[src/core/tone_pkg.sv]
// Shared constants and types for the complementary tone output block.
// Assumes a classic Wishbone master with 32-bit data and byte addressing.
package tone_pkg;

  // Bus geometry.
  localparam int unsigned ADR_W = 8;
  localparam int unsigned DAT_W = 32;
  localparam int unsigned SEL_W = 4;

  // Register byte offsets.
  localparam logic [ADR_W-1:0] OFS_DIR    = 8'h00;
  localparam logic [ADR_W-1:0] OFS_DATA   = 8'h04;
  localparam logic [ADR_W-1:0] OFS_STATUS = 8'h08;
  localparam logic [ADR_W-1:0] OFS_CONFIG = 8'h0C;

  // Bit positions inside the port registers.
  localparam int unsigned BIT_PIN_A = 0;
  localparam int unsigned BIT_PIN_B = 1;

  // Status register fields.
  localparam int unsigned STS_PIN_A_IN = 0;
  localparam int unsigned STS_PIN_B_IN = 1;
  localparam int unsigned STS_TONE     = 2;
  localparam int unsigned STS_RUNNING  = 3;

  // Configuration readback fields.
  localparam int unsigned CFG_MODE_LSB = 0;
  localparam int unsigned CFG_SRC_LSB  = 4;
  localparam int unsigned CFG_EXP_LSB  = 8;

  // Values after reset: both pins inputs, both data bits low.
  localparam logic [1:0] DIR_RST  = 2'h3;
  localparam logic [1:0] DATA_RST = 2'h0;

  // Divider exponent limits and the system oscillator prescale.
  localparam int unsigned DIV_EXP_MIN  = 2;
  localparam int unsigned DIV_EXP_MAX  = 9;
  localparam int unsigned SYS_PRE_W    = 2;
  localparam logic [SYS_PRE_W-1:0] SYS_PRE_LAST = 2'h3;

  // Nominal crystal frequency on the low-speed crystal input, in Hz.
  localparam int unsigned XTAL_HZ = 32768;

  // Pin arrangement, fixed at build time.
  typedef enum logic [2:0]
  {
    MODE_GPIO   = 3'b001,
    MODE_COMP   = 3'b010,
    MODE_SINGLE = 3'b100
  } pin_mode_e;

  // Source of the tone source clock, fixed at build time.
  typedef enum logic [2:0]
  {
    SRC_XTAL    = 3'b001,
    SRC_LFOSC   = 3'b010,
    SRC_SYSDIV4 = 3'b100
  } src_sel_e;

  // Wishbone request carried as one group.
  typedef struct packed
  {
    logic             cyc;
    logic             stb;
    logic             we;
    logic [ADR_W-1:0] adr;
    logic [SEL_W-1:0] sel;
    logic [DAT_W-1:0] dat;
  } wb_req_s;

  // One shared pin as seen from the block: level driven and enable (low drives).
  typedef struct packed
  {
    logic out;
    logic oe_n;
  } pin_drv_s;

endpackage

[src/core/complementary_tone_output.sv]
// Tone generator with a complementary pin pair shared with two port pins.
// Assumes the oscillator inputs are synchronous levels sampled on mclk and
// that the pad logic resolves each shared pin from its level and enable.
//
// The implementer's own choices: the Wishbone register port and the register offsets.
`timescale 1ns/1ps

// What this block does
// - Build option picks GPIO, pair or single-pin arrangement.
// - Pair mode drives second pin as inverted tone.
// - Tone equals source clock over two to exponent.
// - Source is crystal, low-frequency oscillator or system/4.
// - Software registers never change the tone frequency.
// - In pair mode, data bit 0 gates both pins; low holds low.
// - Data bit 1 drives the inverted pin only while dir_bit0 is set.
// - Single-pin: pin B plain I/O, pin A gated tone.
// - Direction bit set means input, overriding tone.
// - Pin A stays usable as input when dir_bit0 set.
module complementary_tone_output #(
  parameter tone_pkg::pin_mode_e PIN_MODE = tone_pkg::MODE_COMP,
  parameter tone_pkg::src_sel_e  SRC_SEL  = tone_pkg::SRC_XTAL,
  parameter int unsigned         DIV_EXP  = 2
)
(
  input  wire logic                        mclk,
  input  wire logic                        arst_n,
  input  wire tone_pkg::wb_req_s           wb_req,
  output logic                             wb_ack_o,
  output logic [tone_pkg::DAT_W-1:0]       wb_dat_o,
  input  wire logic                        xtal_32k_in,
  input  wire logic                        internal_low_freq_osc,
  input  wire logic                        pin_tone_a_in,
  output logic                             pin_tone_a_out,
  output logic                             pin_tone_a_oe_n,
  input  wire logic                        pin_tone_b_in,
  output logic                             pin_tone_b_out,
  output logic                             pin_tone_b_oe_n
);
  import tone_pkg::*;

  localparam int unsigned CNT_W = DIV_EXP_MAX;

  // Software-visible port state.
  logic [1:0]             port_a_direction_reg_ff;
  logic [1:0]             port_a_data_reg_ff;

  // Bus answer state.
  logic                   ack_ff;
  logic [DAT_W-1:0]       rdat_ff;

  // Source tick generation.
  logic                   xtal_prev_ff;
  logic                   lfosc_prev_ff;
  logic [SYS_PRE_W-1:0]   sys_pre_ff;

  // Divider and tone.
  logic [CNT_W-1:0]       div_cnt_ff;
  logic                   tone_out_ff;

  // Registered pin drive.
  pin_drv_s               pin_a_ff;
  pin_drv_s               pin_b_ff;

  // Bus decode.
  wire                    bus_req;
  wire                    bus_wr;
  wire                    lane0_wr;
  wire                    hit_dir;
  wire                    hit_data;
  wire                    hit_status;
  wire                    hit_config;
  wire [DAT_W-1:0]        nxt_rdat;
  wire [1:0]              nxt_dir;
  wire [1:0]              nxt_data;

  // Source selection and divider.
  wire                    xtal_tick;
  wire                    lfosc_tick;
  wire                    sys_tick;
  wire                    src_tick;
  wire [CNT_W-1:0]        nxt_div_cnt;
  wire                    nxt_tone_out;
  wire                    tone_out;
  wire                    tone_out_n;

  // Pin selection.
  wire                    dir_bit0;
  wire                    dir_bit1;
  wire                    data_bit0;
  wire                    data_bit1;
  wire                    a_carries_tone;
  wire                    b_carries_tone;
  wire                    tone_enabled;
  pin_drv_s               nxt_pin_a;
  pin_drv_s               nxt_pin_b;

  // Status and configuration words.
  wire [DAT_W-1:0]        status_word;
  wire [DAT_W-1:0]        config_word;

  // ---------------------------------------------------------------------------
  // Wishbone slave. A request is answered one cycle after it is seen, and ack
  // drops in the following cycle so a request held through the ack cycle is not taken twice.
  // ---------------------------------------------------------------------------
  assign bus_req    = wb_req.cyc & wb_req.stb & ~ack_ff;
  assign bus_wr     = bus_req & wb_req.we;
  assign lane0_wr   = bus_wr & wb_req.sel[0];

  assign hit_dir    = (wb_req.adr == OFS_DIR);
  assign hit_data   = (wb_req.adr == OFS_DATA);
  assign hit_status = (wb_req.adr == OFS_STATUS);
  assign hit_config = (wb_req.adr == OFS_CONFIG);

  // Only the direction and data bits are writable; nothing written here reaches
  // the divider, so the frequency is fixed by the build parameters alone.
  assign nxt_dir  = (lane0_wr & hit_dir)  ? wb_req.dat[1:0] : port_a_direction_reg_ff;
  assign nxt_data = (lane0_wr & hit_data) ? wb_req.dat[1:0] : port_a_data_reg_ff;

  assign status_word = {
    {(DAT_W-4){1'b0}},
    tone_enabled,
    tone_out_ff,
    pin_tone_b_in,
    pin_tone_a_in
  };

  assign config_word = {
    {(DAT_W-12){1'b0}},
    4'(DIV_EXP),
    1'b0,
    SRC_SEL,
    1'b0,
    PIN_MODE
  };

  // Unmapped offsets read as zero and swallow writes, but are still answered.
  assign nxt_rdat = hit_dir    ? {{(DAT_W-2){1'b0}}, port_a_direction_reg_ff} :
                    hit_data   ? {{(DAT_W-2){1'b0}}, port_a_data_reg_ff}      :
                    hit_status ? status_word                                  :
                    hit_config ? config_word                                  :
                                 {DAT_W{1'b0}};

  always_ff @(posedge mclk or negedge arst_n)
  begin
    if (!arst_n)
    begin
      ack_ff  <= 1'b0;
      rdat_ff <= {DAT_W{1'b0}};
    end
    else
    begin
      ack_ff  <= bus_req;
      rdat_ff <= bus_req ? nxt_rdat : rdat_ff;
    end
  end

  always_ff @(posedge mclk or negedge arst_n)
  begin
    if (!arst_n)
    begin
      port_a_direction_reg_ff <= DIR_RST;
      port_a_data_reg_ff      <= DATA_RST;
    end
    else
    begin
      port_a_direction_reg_ff <= nxt_dir;
      port_a_data_reg_ff      <= nxt_data;
    end
  end

  assign wb_ack_o = ack_ff;
  assign wb_dat_o = rdat_ff;

  // ---------------------------------------------------------------------------
  // Tone source clock. The slow oscillators arrive as levels, so each rising
  // edge becomes one mclk tick; the system path is mclk itself divided by four.
  // ---------------------------------------------------------------------------
  assign xtal_tick  = xtal_32k_in & ~xtal_prev_ff;
  assign lfosc_tick = internal_low_freq_osc & ~lfosc_prev_ff;
  assign sys_tick   = (sys_pre_ff == SYS_PRE_LAST);

  assign src_tick = (SRC_SEL == SRC_XTAL)  ? xtal_tick  :
                    (SRC_SEL == SRC_LFOSC) ? lfosc_tick :
                                             sys_tick;

  always_ff @(posedge mclk or negedge arst_n)
  begin
    if (!arst_n)
    begin
      xtal_prev_ff  <= 1'b0;
      lfosc_prev_ff <= 1'b0;
      sys_pre_ff    <= {SYS_PRE_W{1'b0}};
    end
    else
    begin
      xtal_prev_ff  <= xtal_32k_in;
      lfosc_prev_ff <= internal_low_freq_osc;
      sys_pre_ff    <= sys_pre_ff + 1'b1;
    end
  end

  // ---------------------------------------------------------------------------
  // Divider. Stage DIV_EXP-1 of a free-running counter toggles every
  // 2^(DIV_EXP-1) ticks, giving source/2^DIV_EXP with equal high and low time.
  // The counter never stops with the pins, so re-enabling is glitch free but
  // the first period after enable may be short.
  // ---------------------------------------------------------------------------
  assign nxt_div_cnt  = src_tick ? div_cnt_ff + 1'b1 : div_cnt_ff;
  assign nxt_tone_out = div_cnt_ff[DIV_EXP-1];

  always_ff @(posedge mclk or negedge arst_n)
  begin
    if (!arst_n)
    begin
      div_cnt_ff  <= {CNT_W{1'b0}};
      tone_out_ff <= 1'b0;
    end
    else
    begin
      div_cnt_ff  <= nxt_div_cnt;
      tone_out_ff <= nxt_tone_out;
    end
  end

  assign tone_out   = tone_out_ff;
  assign tone_out_n = ~tone_out_ff;

  // ---------------------------------------------------------------------------
  // Pin selection. A set direction bit always releases the pin, whatever the
  // arrangement, so a tone pin can be turned into an input at run time.
  // ---------------------------------------------------------------------------
  assign dir_bit0  = port_a_direction_reg_ff[BIT_PIN_A];
  assign dir_bit1  = port_a_direction_reg_ff[BIT_PIN_B];
  assign data_bit0 = port_a_data_reg_ff[BIT_PIN_A];
  assign data_bit1 = port_a_data_reg_ff[BIT_PIN_B];

  assign a_carries_tone = (PIN_MODE != MODE_GPIO);
  // Pin B follows the tone only in pair mode and only while pin A is an output;
  // with pin A an input, pin B falls back to plain data.
  assign b_carries_tone = (PIN_MODE == MODE_COMP) & ~dir_bit0;
  assign tone_enabled   = a_carries_tone & ~dir_bit0 & data_bit0;

  always_comb
  begin
    nxt_pin_a.oe_n = dir_bit0;
    nxt_pin_b.oe_n = dir_bit1;
    if (a_carries_tone)
    begin
      nxt_pin_a.out = data_bit0 & tone_out;
    end
    else
    begin
      nxt_pin_a.out = data_bit0;
    end
    if (b_carries_tone)
    begin
      nxt_pin_b.out = data_bit0 & tone_out_n;
    end
    else
    begin
      nxt_pin_b.out = data_bit1;
    end
  end

  // Both pins are registered together so the pair never skews by a cycle.
  always_ff @(posedge mclk or negedge arst_n)
  begin
    if (!arst_n)
    begin
      pin_a_ff <= '{out: 1'b0, oe_n: 1'b1};
      pin_b_ff <= '{out: 1'b0, oe_n: 1'b1};
    end
    else
    begin
      pin_a_ff <= nxt_pin_a;
      pin_b_ff <= nxt_pin_b;
    end
  end

  // Pair mode only works as intended once software clears both direction bits;
  // the block does not force them.
  assign pin_tone_a_out  = pin_a_ff.out;
  assign pin_tone_a_oe_n = pin_a_ff.oe_n;
  assign pin_tone_b_out  = pin_b_ff.out;
  assign pin_tone_b_oe_n = pin_b_ff.oe_n;

endmodule // complementary_tone_output

[config.mk]
export PLATFORM = sky130hd
export DESIGN_NAME = complementary_tone_output
export DESIGN_NICKNAME = d
export VERILOG_FILES = /design/src/core/tone_pkg.sv /design/src/core/complementary_tone_output.sv
export SDC_FILE = /design/constraint.sdc
export NUM_CORES = 1
export LEC_CHECK = 0
export BUFFER_PORTS_ARGS = -buffer_cell sky130_fd_sc_hd__buf_2
export CAP_MARGIN = 10
export CORE_MARGIN = 2
export CORE_UTILIZATION = 33
export CTS_CLUSTER_SIZE = 12
export DETAILED_ROUTE_END_ITERATION = 6
export PLACE_DENSITY = 0.76
export SLEW_MARGIN = 15
export SYNTH_ARGS = -nofsm -noshare
export SYNTH_HDL_FRONTEND = slang
export SYNTH_SLANG_ARGS = --single-unit
[constraint.sdc]
create_clock -name mclk -period 1.25 [get_ports mclk]
set_clock_uncertainty 0.1 [all_clocks]
set_input_delay 0.125 -clock mclk [delete_from_list [all_inputs] [get_ports mclk]]
set_output_delay 0.125 -clock mclk [all_outputs]
set_load 0.005 [all_outputs]
==> results of run 1 <==
layer usage:
metal | routed length [microns] | share of wire
met5 | 0 | 0
met2 | 848 | 0.54
met1 | 546 | 0.35
met3 | 154 | 0.099
met4 | 12 | 0.0077
per-stage QoR:
stage	std cells	utilization	total power, mW	setup TNS [ns]
floorplan	113	-	0.8212	-0.03149
global placement	149	0.3857	0.8302	0
detailed placement	149	0.3857	0.8385	-0.1563
CTS	157	0.4133	1.196	-0.003723
global route	158	0.4161	1.255	-0.1841
finish	158	0.4161	1.177	-0.001245
cell usage after synthesis, drive strengths merged:
cell type and instances:
buf 28, mux2i 2, and3b 1, and2 1, o21ai 4, nor3 1
o31ai 3, dfstp 4, nand2b 2, xnor2 2, nand3 2, o21a 2
inv 1, conb 1, nand4 2, nor3b 1, nor2 1, dfrtp 14
mux2 4, nor4 1, nand2 8, nand3b 3
kinds of logic after synthesis:
group	synth area share
compound gates	0.05973
xor+xnor	0.01819
buf+inv	0.2195
flops	0.4727
mux	0.06753
other cells	0.003892
simple gates	0.1584
worst min path at each step:
stage	endpoint	slack (ns)	depth (start not counted)
finish	wb_dat_o[4]	0.05	3
floorplan	div_cnt_ff[0]	-0.27	0
global placement	wb_dat_o[3]	-0.05	1
global route	wb_dat_o[4]	0.07	3
detailed placement	wb_dat_o[2]	-0.03	1
CTS	wb_dat_o[4]	0.05	3
state kept, by name, indices dropped and copies added, names as in the netlist:
name / count
div_cnt_ff: 2
pin_tone_a_oe_n: 1
pin_tone_a_out: 1
pin_tone_b_oe_n: 1
pin_tone_b_out: 1
port_a_data_reg_ff: 2
port_a_direction_reg_ff: 2
tone_out: 1
wb_ack_o: 1
wb_dat_o: 5
xtal_prev_ff: 1
power breakdown:
part | switching, mW | internal (mW) | total [mW]
logic | 0.0816 | 0.0814 | 0.163
registers | 0.0352 | 0.639 | 0.674
clock network | 0.162 | 0.177 | 0.339
total | 0.279 | 0.898 | 1.18
what timing repair did:
action,CTS,global route
hold buffers,4,0
pin swaps,0,1
resized for setup,0,0
buffers inserted,0,1
endpoints found under the hold margin,23,0
setup endpoints to repair,1,6
cell type report:
class | count | share of cell area
multi-input cells | 66 | 0.3402
repair buffers | 38 | 0.1941
flip-flops and latches | 18 | 0.3969
clock buffers | 4 | 0.03162
inverters | 1 | 0.003272
well taps | 31 | 0.03381
worst min-delay path, cell delays in order:
cell and delay [ns]:
buf_2 0.13, nand3_1 0.07, o21ai_0 0.07
==> flow_metrics.env, run 1 <==
export IMPL_p_per_area_nw_per_um2=1026
export IMPL_regToRegStartpoint="wb_ack_o"
export IMPL_outcome="complete, but fails checks"
export IMPL_setup_viol_count_final=1
export IMPL_worst_path_largest_cell_delay_ns=0.39
export IMPL_multi_input_area_sq_um=390.4
export IMPL_synth_top_area_cell="dfrtp_1"
export IMPL_clk_latency_ns=0.28
export IMPL_startpoint="wb_ack_o"
export IMPL_regToRegSetupSlack_ns=-0.001
export IMPL_ir_drop_mv=0.8427
export IMPL_hold_path_class="input port to flip-flop"
export IMPL_grtUsageMet1=0.09700
export IMPL_layout_drive_gt1_share=0.3858
export IMPL_rows=19
export IMPL_max_freq_ghz=0.7992
export IMPL_final_max_slew_viol_count=0
export IMPL_routed_wl_microns=1561
export IMPL_crit_family="flip-flops"
export IMPL_startpoint_type="flip-flop"
export IMPL_met2_usage=0.1591
export IMPL_cp_num_cells=4
export IMPL_worst_ep_required_time_ns=1.33
export IMPL_wire_per_inst_microns=9.880
export IMPL_clkTransAtPathRegs_ns=0.09
export IMPL_fin_crit_sh=1.001
export IMPL_cp_cell_sequence="nand3b_4 > inv_2 > nand4_1 > mux2_2"
export IMPL_cp_arrival_ns=1.33
export IMPL_ys_warn_count=0
export IMPL_crit_type="flip-flop to flip-flop"
export IMPL_hold_start="wb_req[38]"
export IMPL_yosysSeqAreaShare=0.4727
export IMPL_cts_max_level=1
export IMPL_antenna_cells=0
export IMPL_viasPerCell=4.209
export IMPL_cts_buffer_depth=2
export IMPL_rsz0062_at_grt="true"
export IMPL_seqCellArea_sq_um=455.4
export IMPL_final_cell_area_sq_um=1147
export IMPL_syn_to_final_growth_pct=19.09
export IMPL_drtIter0Drc=14
export IMPL_io_buffer_count=29
export IMPL_crit_buf_inv=1
export IMPL_gp_congestion=0.7926
export IMPL_violations="negative setup slack"
export IMPL_min_period_ns=1.251
export IMPL_via_count=665
export IMPL_r2r_end="port_a_data_reg_ff[1]"
export IMPL_syn_inst=88
export IMPL_num_io_pins=90
export IMPL_overflow=0
export IMPL_synth_top_area_share=0.3636
export IMPL_dp_slack_ns=-0.04545
export IMPL_maxCapViolCount=0
export IMPL_initial_utilization=0.3494
export IMPL_top_usage_layer="met2"
export IMPL_dp_hpwl_microns=1336
export IMPL_grt_first_pass_wirelength_microns=2283
export IMPL_final_cell_mix="buf_2, conb_1, dfrtp_1"
export IMPL_use_met3=0.04911
export IMPL_finalHoldViolCount=0
export IMPL_die_w_microns=58.03
export IMPL_cts_buffers=3
export IMPL_final_common_cell="buf_2"
export IMPL_power_leakage_nw=0.6085
export IMPL_grt_max_degree=19
export IMPL_synth_seq_cells=18
export IMPL_ant_nets=0
export IMPL_synth_distinct_cells=24
export IMPL_worst_r2r_path_depth=4
export IMPL_crit_end="port_a_data_reg_ff[1]"
export IMPL_grt_pass1_vias=539
export IMPL_cts_tree="yes"
export IMPL_root_buffer="clkbuf_4"
export IMPL_die_h_microns=58.03
export IMPL_setup_slack_ns=-0.001245
export IMPL_crit_fanout=3
export IMPL_firstDrtPassIters=4
export IMPL_drc=0
export IMPL_synth_cell_area_sq_um=963.4
export IMPL_place_area_sq_um=1064
export IMPL_clock_sinks=18
export IMPL_coreArea_sq_um=2758
export IMPL_synth_avg_cell_area_sq_um=10.95
export IMPL_finalNetCount=181
export IMPL_crit_path_end_kind="flip-flop"
export IMPL_grt_usage=0.09253
export IMPL_holdWs_ns=0.04841
export IMPL_num_fill_cells=283
export IMPL_dieArea_sq_um=3367
export IMPL_antenna_found_initial=0
export IMPL_critPathSlowestCell="dfrtp_1"
export IMPL_ys_top_cells_by_area="dfrtp_1, buf_4, dfstp_2, mux2_2, nand2_1"
Power figures use the tool's default switching activity.
==> run 2, diff against run 1 <==
CORE_MARGIN = 1   (was 2)
==> run 2 against run 1 <==
Effect of this change: the run now ends clean; final cell count did not move; routed wire length decreased by 4.9%; sequential power about the same; critical endpoint is now port_a_direction_reg_ff[0].
==> flow_metrics.env, run 2 (synthesis results as in run 1) <==
export IMPL_grt_first_pass_wirelength_microns=2532
export IMPL_r2r_end="port_a_direction_reg_ff[0]"
export IMPL_clkPwrFrac=0.289
export IMPL_regToRegSetupSlack_ns=0.005
export IMPL_crit_type="flip-flop to flip-flop"
export IMPL_overflow=0
export IMPL_hold_start="wb_req[38]"
export IMPL_setup_viol_count_final=0
export IMPL_final_common_cell="buf_2"
export IMPL_cts_buffer_depth=2
export IMPL_total_power_mw=1.174
export IMPL_min_period_ns=1.245
export IMPL_final_max_slew_viol_count=0
export IMPL_drtIter0Drc=10
export IMPL_antenna_cells=0
export IMPL_cts_max_level=1
export IMPL_antenna_found_initial=0
export IMPL_cp_cell_sequence="nand3b_4 > inv_4 > nand4_1 > mux2_4"
export IMPL_dieArea_sq_um=3139
export IMPL_root_buffer="clkbuf_4"
export IMPL_hold_end="wb_dat_o[4]"
export IMPL_max_freq_ghz=0.8030
export IMPL_p_sw_mw=0.2755
export IMPL_die_h_microns=56.03
export IMPL_clkTransAtPathRegs_ns=0.10
export IMPL_crit_family="flip-flops"
export IMPL_sequentialPowerShare=0.572
export IMPL_initial_utilization=0.3494
export IMPL_cts_buffers=3
export IMPL_worst_ep_required_time_ns=1.37
export IMPL_firstDrtPassIters=2
export IMPL_fin_tns_setup_ns=0
export IMPL_num_io_pins=90
export IMPL_rsz0062_at_grt="true"
export IMPL_worst_r2r_path_depth=4
export IMPL_crit_path_end_kind="flip-flop"
export IMPL_ir_drop_mv=0.6036
export IMPL_die_w_microns=56.03
export IMPL_ant_nets=0
export IMPL_grt_max_degree=19
export IMPL_regToRegStartpoint="wb_ack_o"
export IMPL_clock_sinks=18
export IMPL_hold_path_class="input port to flip-flop"
export IMPL_hold_depth=3
export IMPL_switching_share=0.2347
export IMPL_routed_wl_microns=1485
export IMPL_coreArea_sq_um=2758
export IMPL_crit_fanout=3
export IMPL_wire_per_inst_microns=9.399
export IMPL_gp_congestion=0.7901
export IMPL_p_per_area_nw_per_um2=1009
export IMPL_syn_to_final_growth_pct=20.78
export IMPL_critPathSlowestCell="dfrtp_1"
export IMPL_clk_latency_ns=0.28
export IMPL_final_cell_mix="buf_2, conb_1, dfrtp_1"
export IMPL_fin_crit_sh=0.9963
export IMPL_layout_drive_gt1_share=0.4016
export IMPL_cp_arrival_ns=1.37
export IMPL_dp_hpwl_microns=1237
export IMPL_via_count=656
export IMPL_power_leakage_nw=0.6153
export IMPL_worst_path_largest_cell_delay_ns=0.38
export IMPL_drc=0
export IMPL_internal_power_mw=0.8984
export IMPL_grt_usage=0.1047
export IMPL_cts_tree="yes"
export IMPL_crit_buf_inv=1
export IMPL_finalNetCount=181
export IMPL_finalHoldViolCount=0
export IMPL_p_comb_frac=0.140
export IMPL_startpoint_type="flip-flop"
export IMPL_largest_reg_flops=5
export IMPL_outcome="finished clean"
export IMPL_grt_pass1_vias=612
export IMPL_rows=19
export IMPL_io_buffer_count=29
export IMPL_viasPerCell=4.152
export IMPL_maxCapViolCount=0
-- run 2: cell counts in the layout (fill, tap and decap cells not counted) --
Identical to the previous run, type by type.
-- run 2: worst register-to-register path, cell delays in order, from the launching register on --
cell and delay (ns):
dfrtp_1 0.38, nand3b_4 0.17, inv_4 0.06, nand4_1 0.14, mux2_4 0.34
-- run 2: final cells by class --
type / count / area [sq um]
flip-flops and latches: 18 / 455.4
repair buffers: 38 / 222.7
well taps: 31 / 38.79
inverters: 1 / 6.256
fillers: 281 / 1594
clock buffers: 4 / 36.28
multi-input cells: 66 / 404.1
-- run 2: repair_timing --
item	CTS	global route
hold buffers	4	0
endpoints found under the hold margin	23	0
pin swaps	0	0
setup endpoints to repair	1	6
buffers inserted	0	1
gates resized for setup	0	4
-- run 2: stage by stage --
step | hold slack [ns] | cells | instance area (sq um) | setup WS, ns | utilization
6_report | 0.03761 | 158 | 1164 | 0.004632 | 0.4220
5_1_grt | 0.04604 | 158 | 1164 | -0.07655 | 0.4220
4_1_cts | 0.02820 | 157 | 1140 | -0.0005858 | 0.4133
3_5_place_dp | -0.03187 | 149 | 1064 | -0.02383 | 0.3857
3_3_place_gp | -0.04741 | 149 | 1064 | -0.0003106 | 0.3857
2_1_floorplan | -0.2706 | 113 | 1057 | -0.01574 | -
-- run 2: power groups by stage --
stage / Clock (mW) / Sequential, mW / Combinational [mW]
floorplan: 0 / 0.679 / 0.143
global placement: 0 / 0.683 / 0.147
detailed placement: 0 / 0.684 / 0.152
CTS: 0.357 / 0.672 / 0.162
global route: 0.387 / 0.679 / 0.188
finish: 0.339 / 0.671 / 0.164
-- run 2: worst max path at each step --
stage / startpoint / endpoint / slack [ns] / cells past startpoint
2_1_floorplan: wb_ack_o / port_a_data_reg_ff[0] / -0.02 / 4
3_3_place_gp: wb_req[41] / port_a_data_reg_ff[1] / -0.0003 / 4
3_5_place_dp: wb_req[41] / port_a_data_reg_ff[1] / -0.02 / 4
4_1_cts: wb_ack_o / port_a_data_reg_ff[1] / -0.0006 / 4
5_1_grt: wb_ack_o / port_a_data_reg_ff[1] / -0.08 / 4
6_report: wb_ack_o / port_a_direction_reg_ff[0] / 0.005 / 4
-- run 2: routing by layer --
| metal | global-route usage | part of all wire |
|---|---|---|
| met1 | 0.1128 | 0.39 |
| met2 | 0.1769 | 0.52 |
| met3 | 0.04186 | 0.069 |
| met4 | 0.05226 | 0.028 |
| met5 | 0 | 0 |
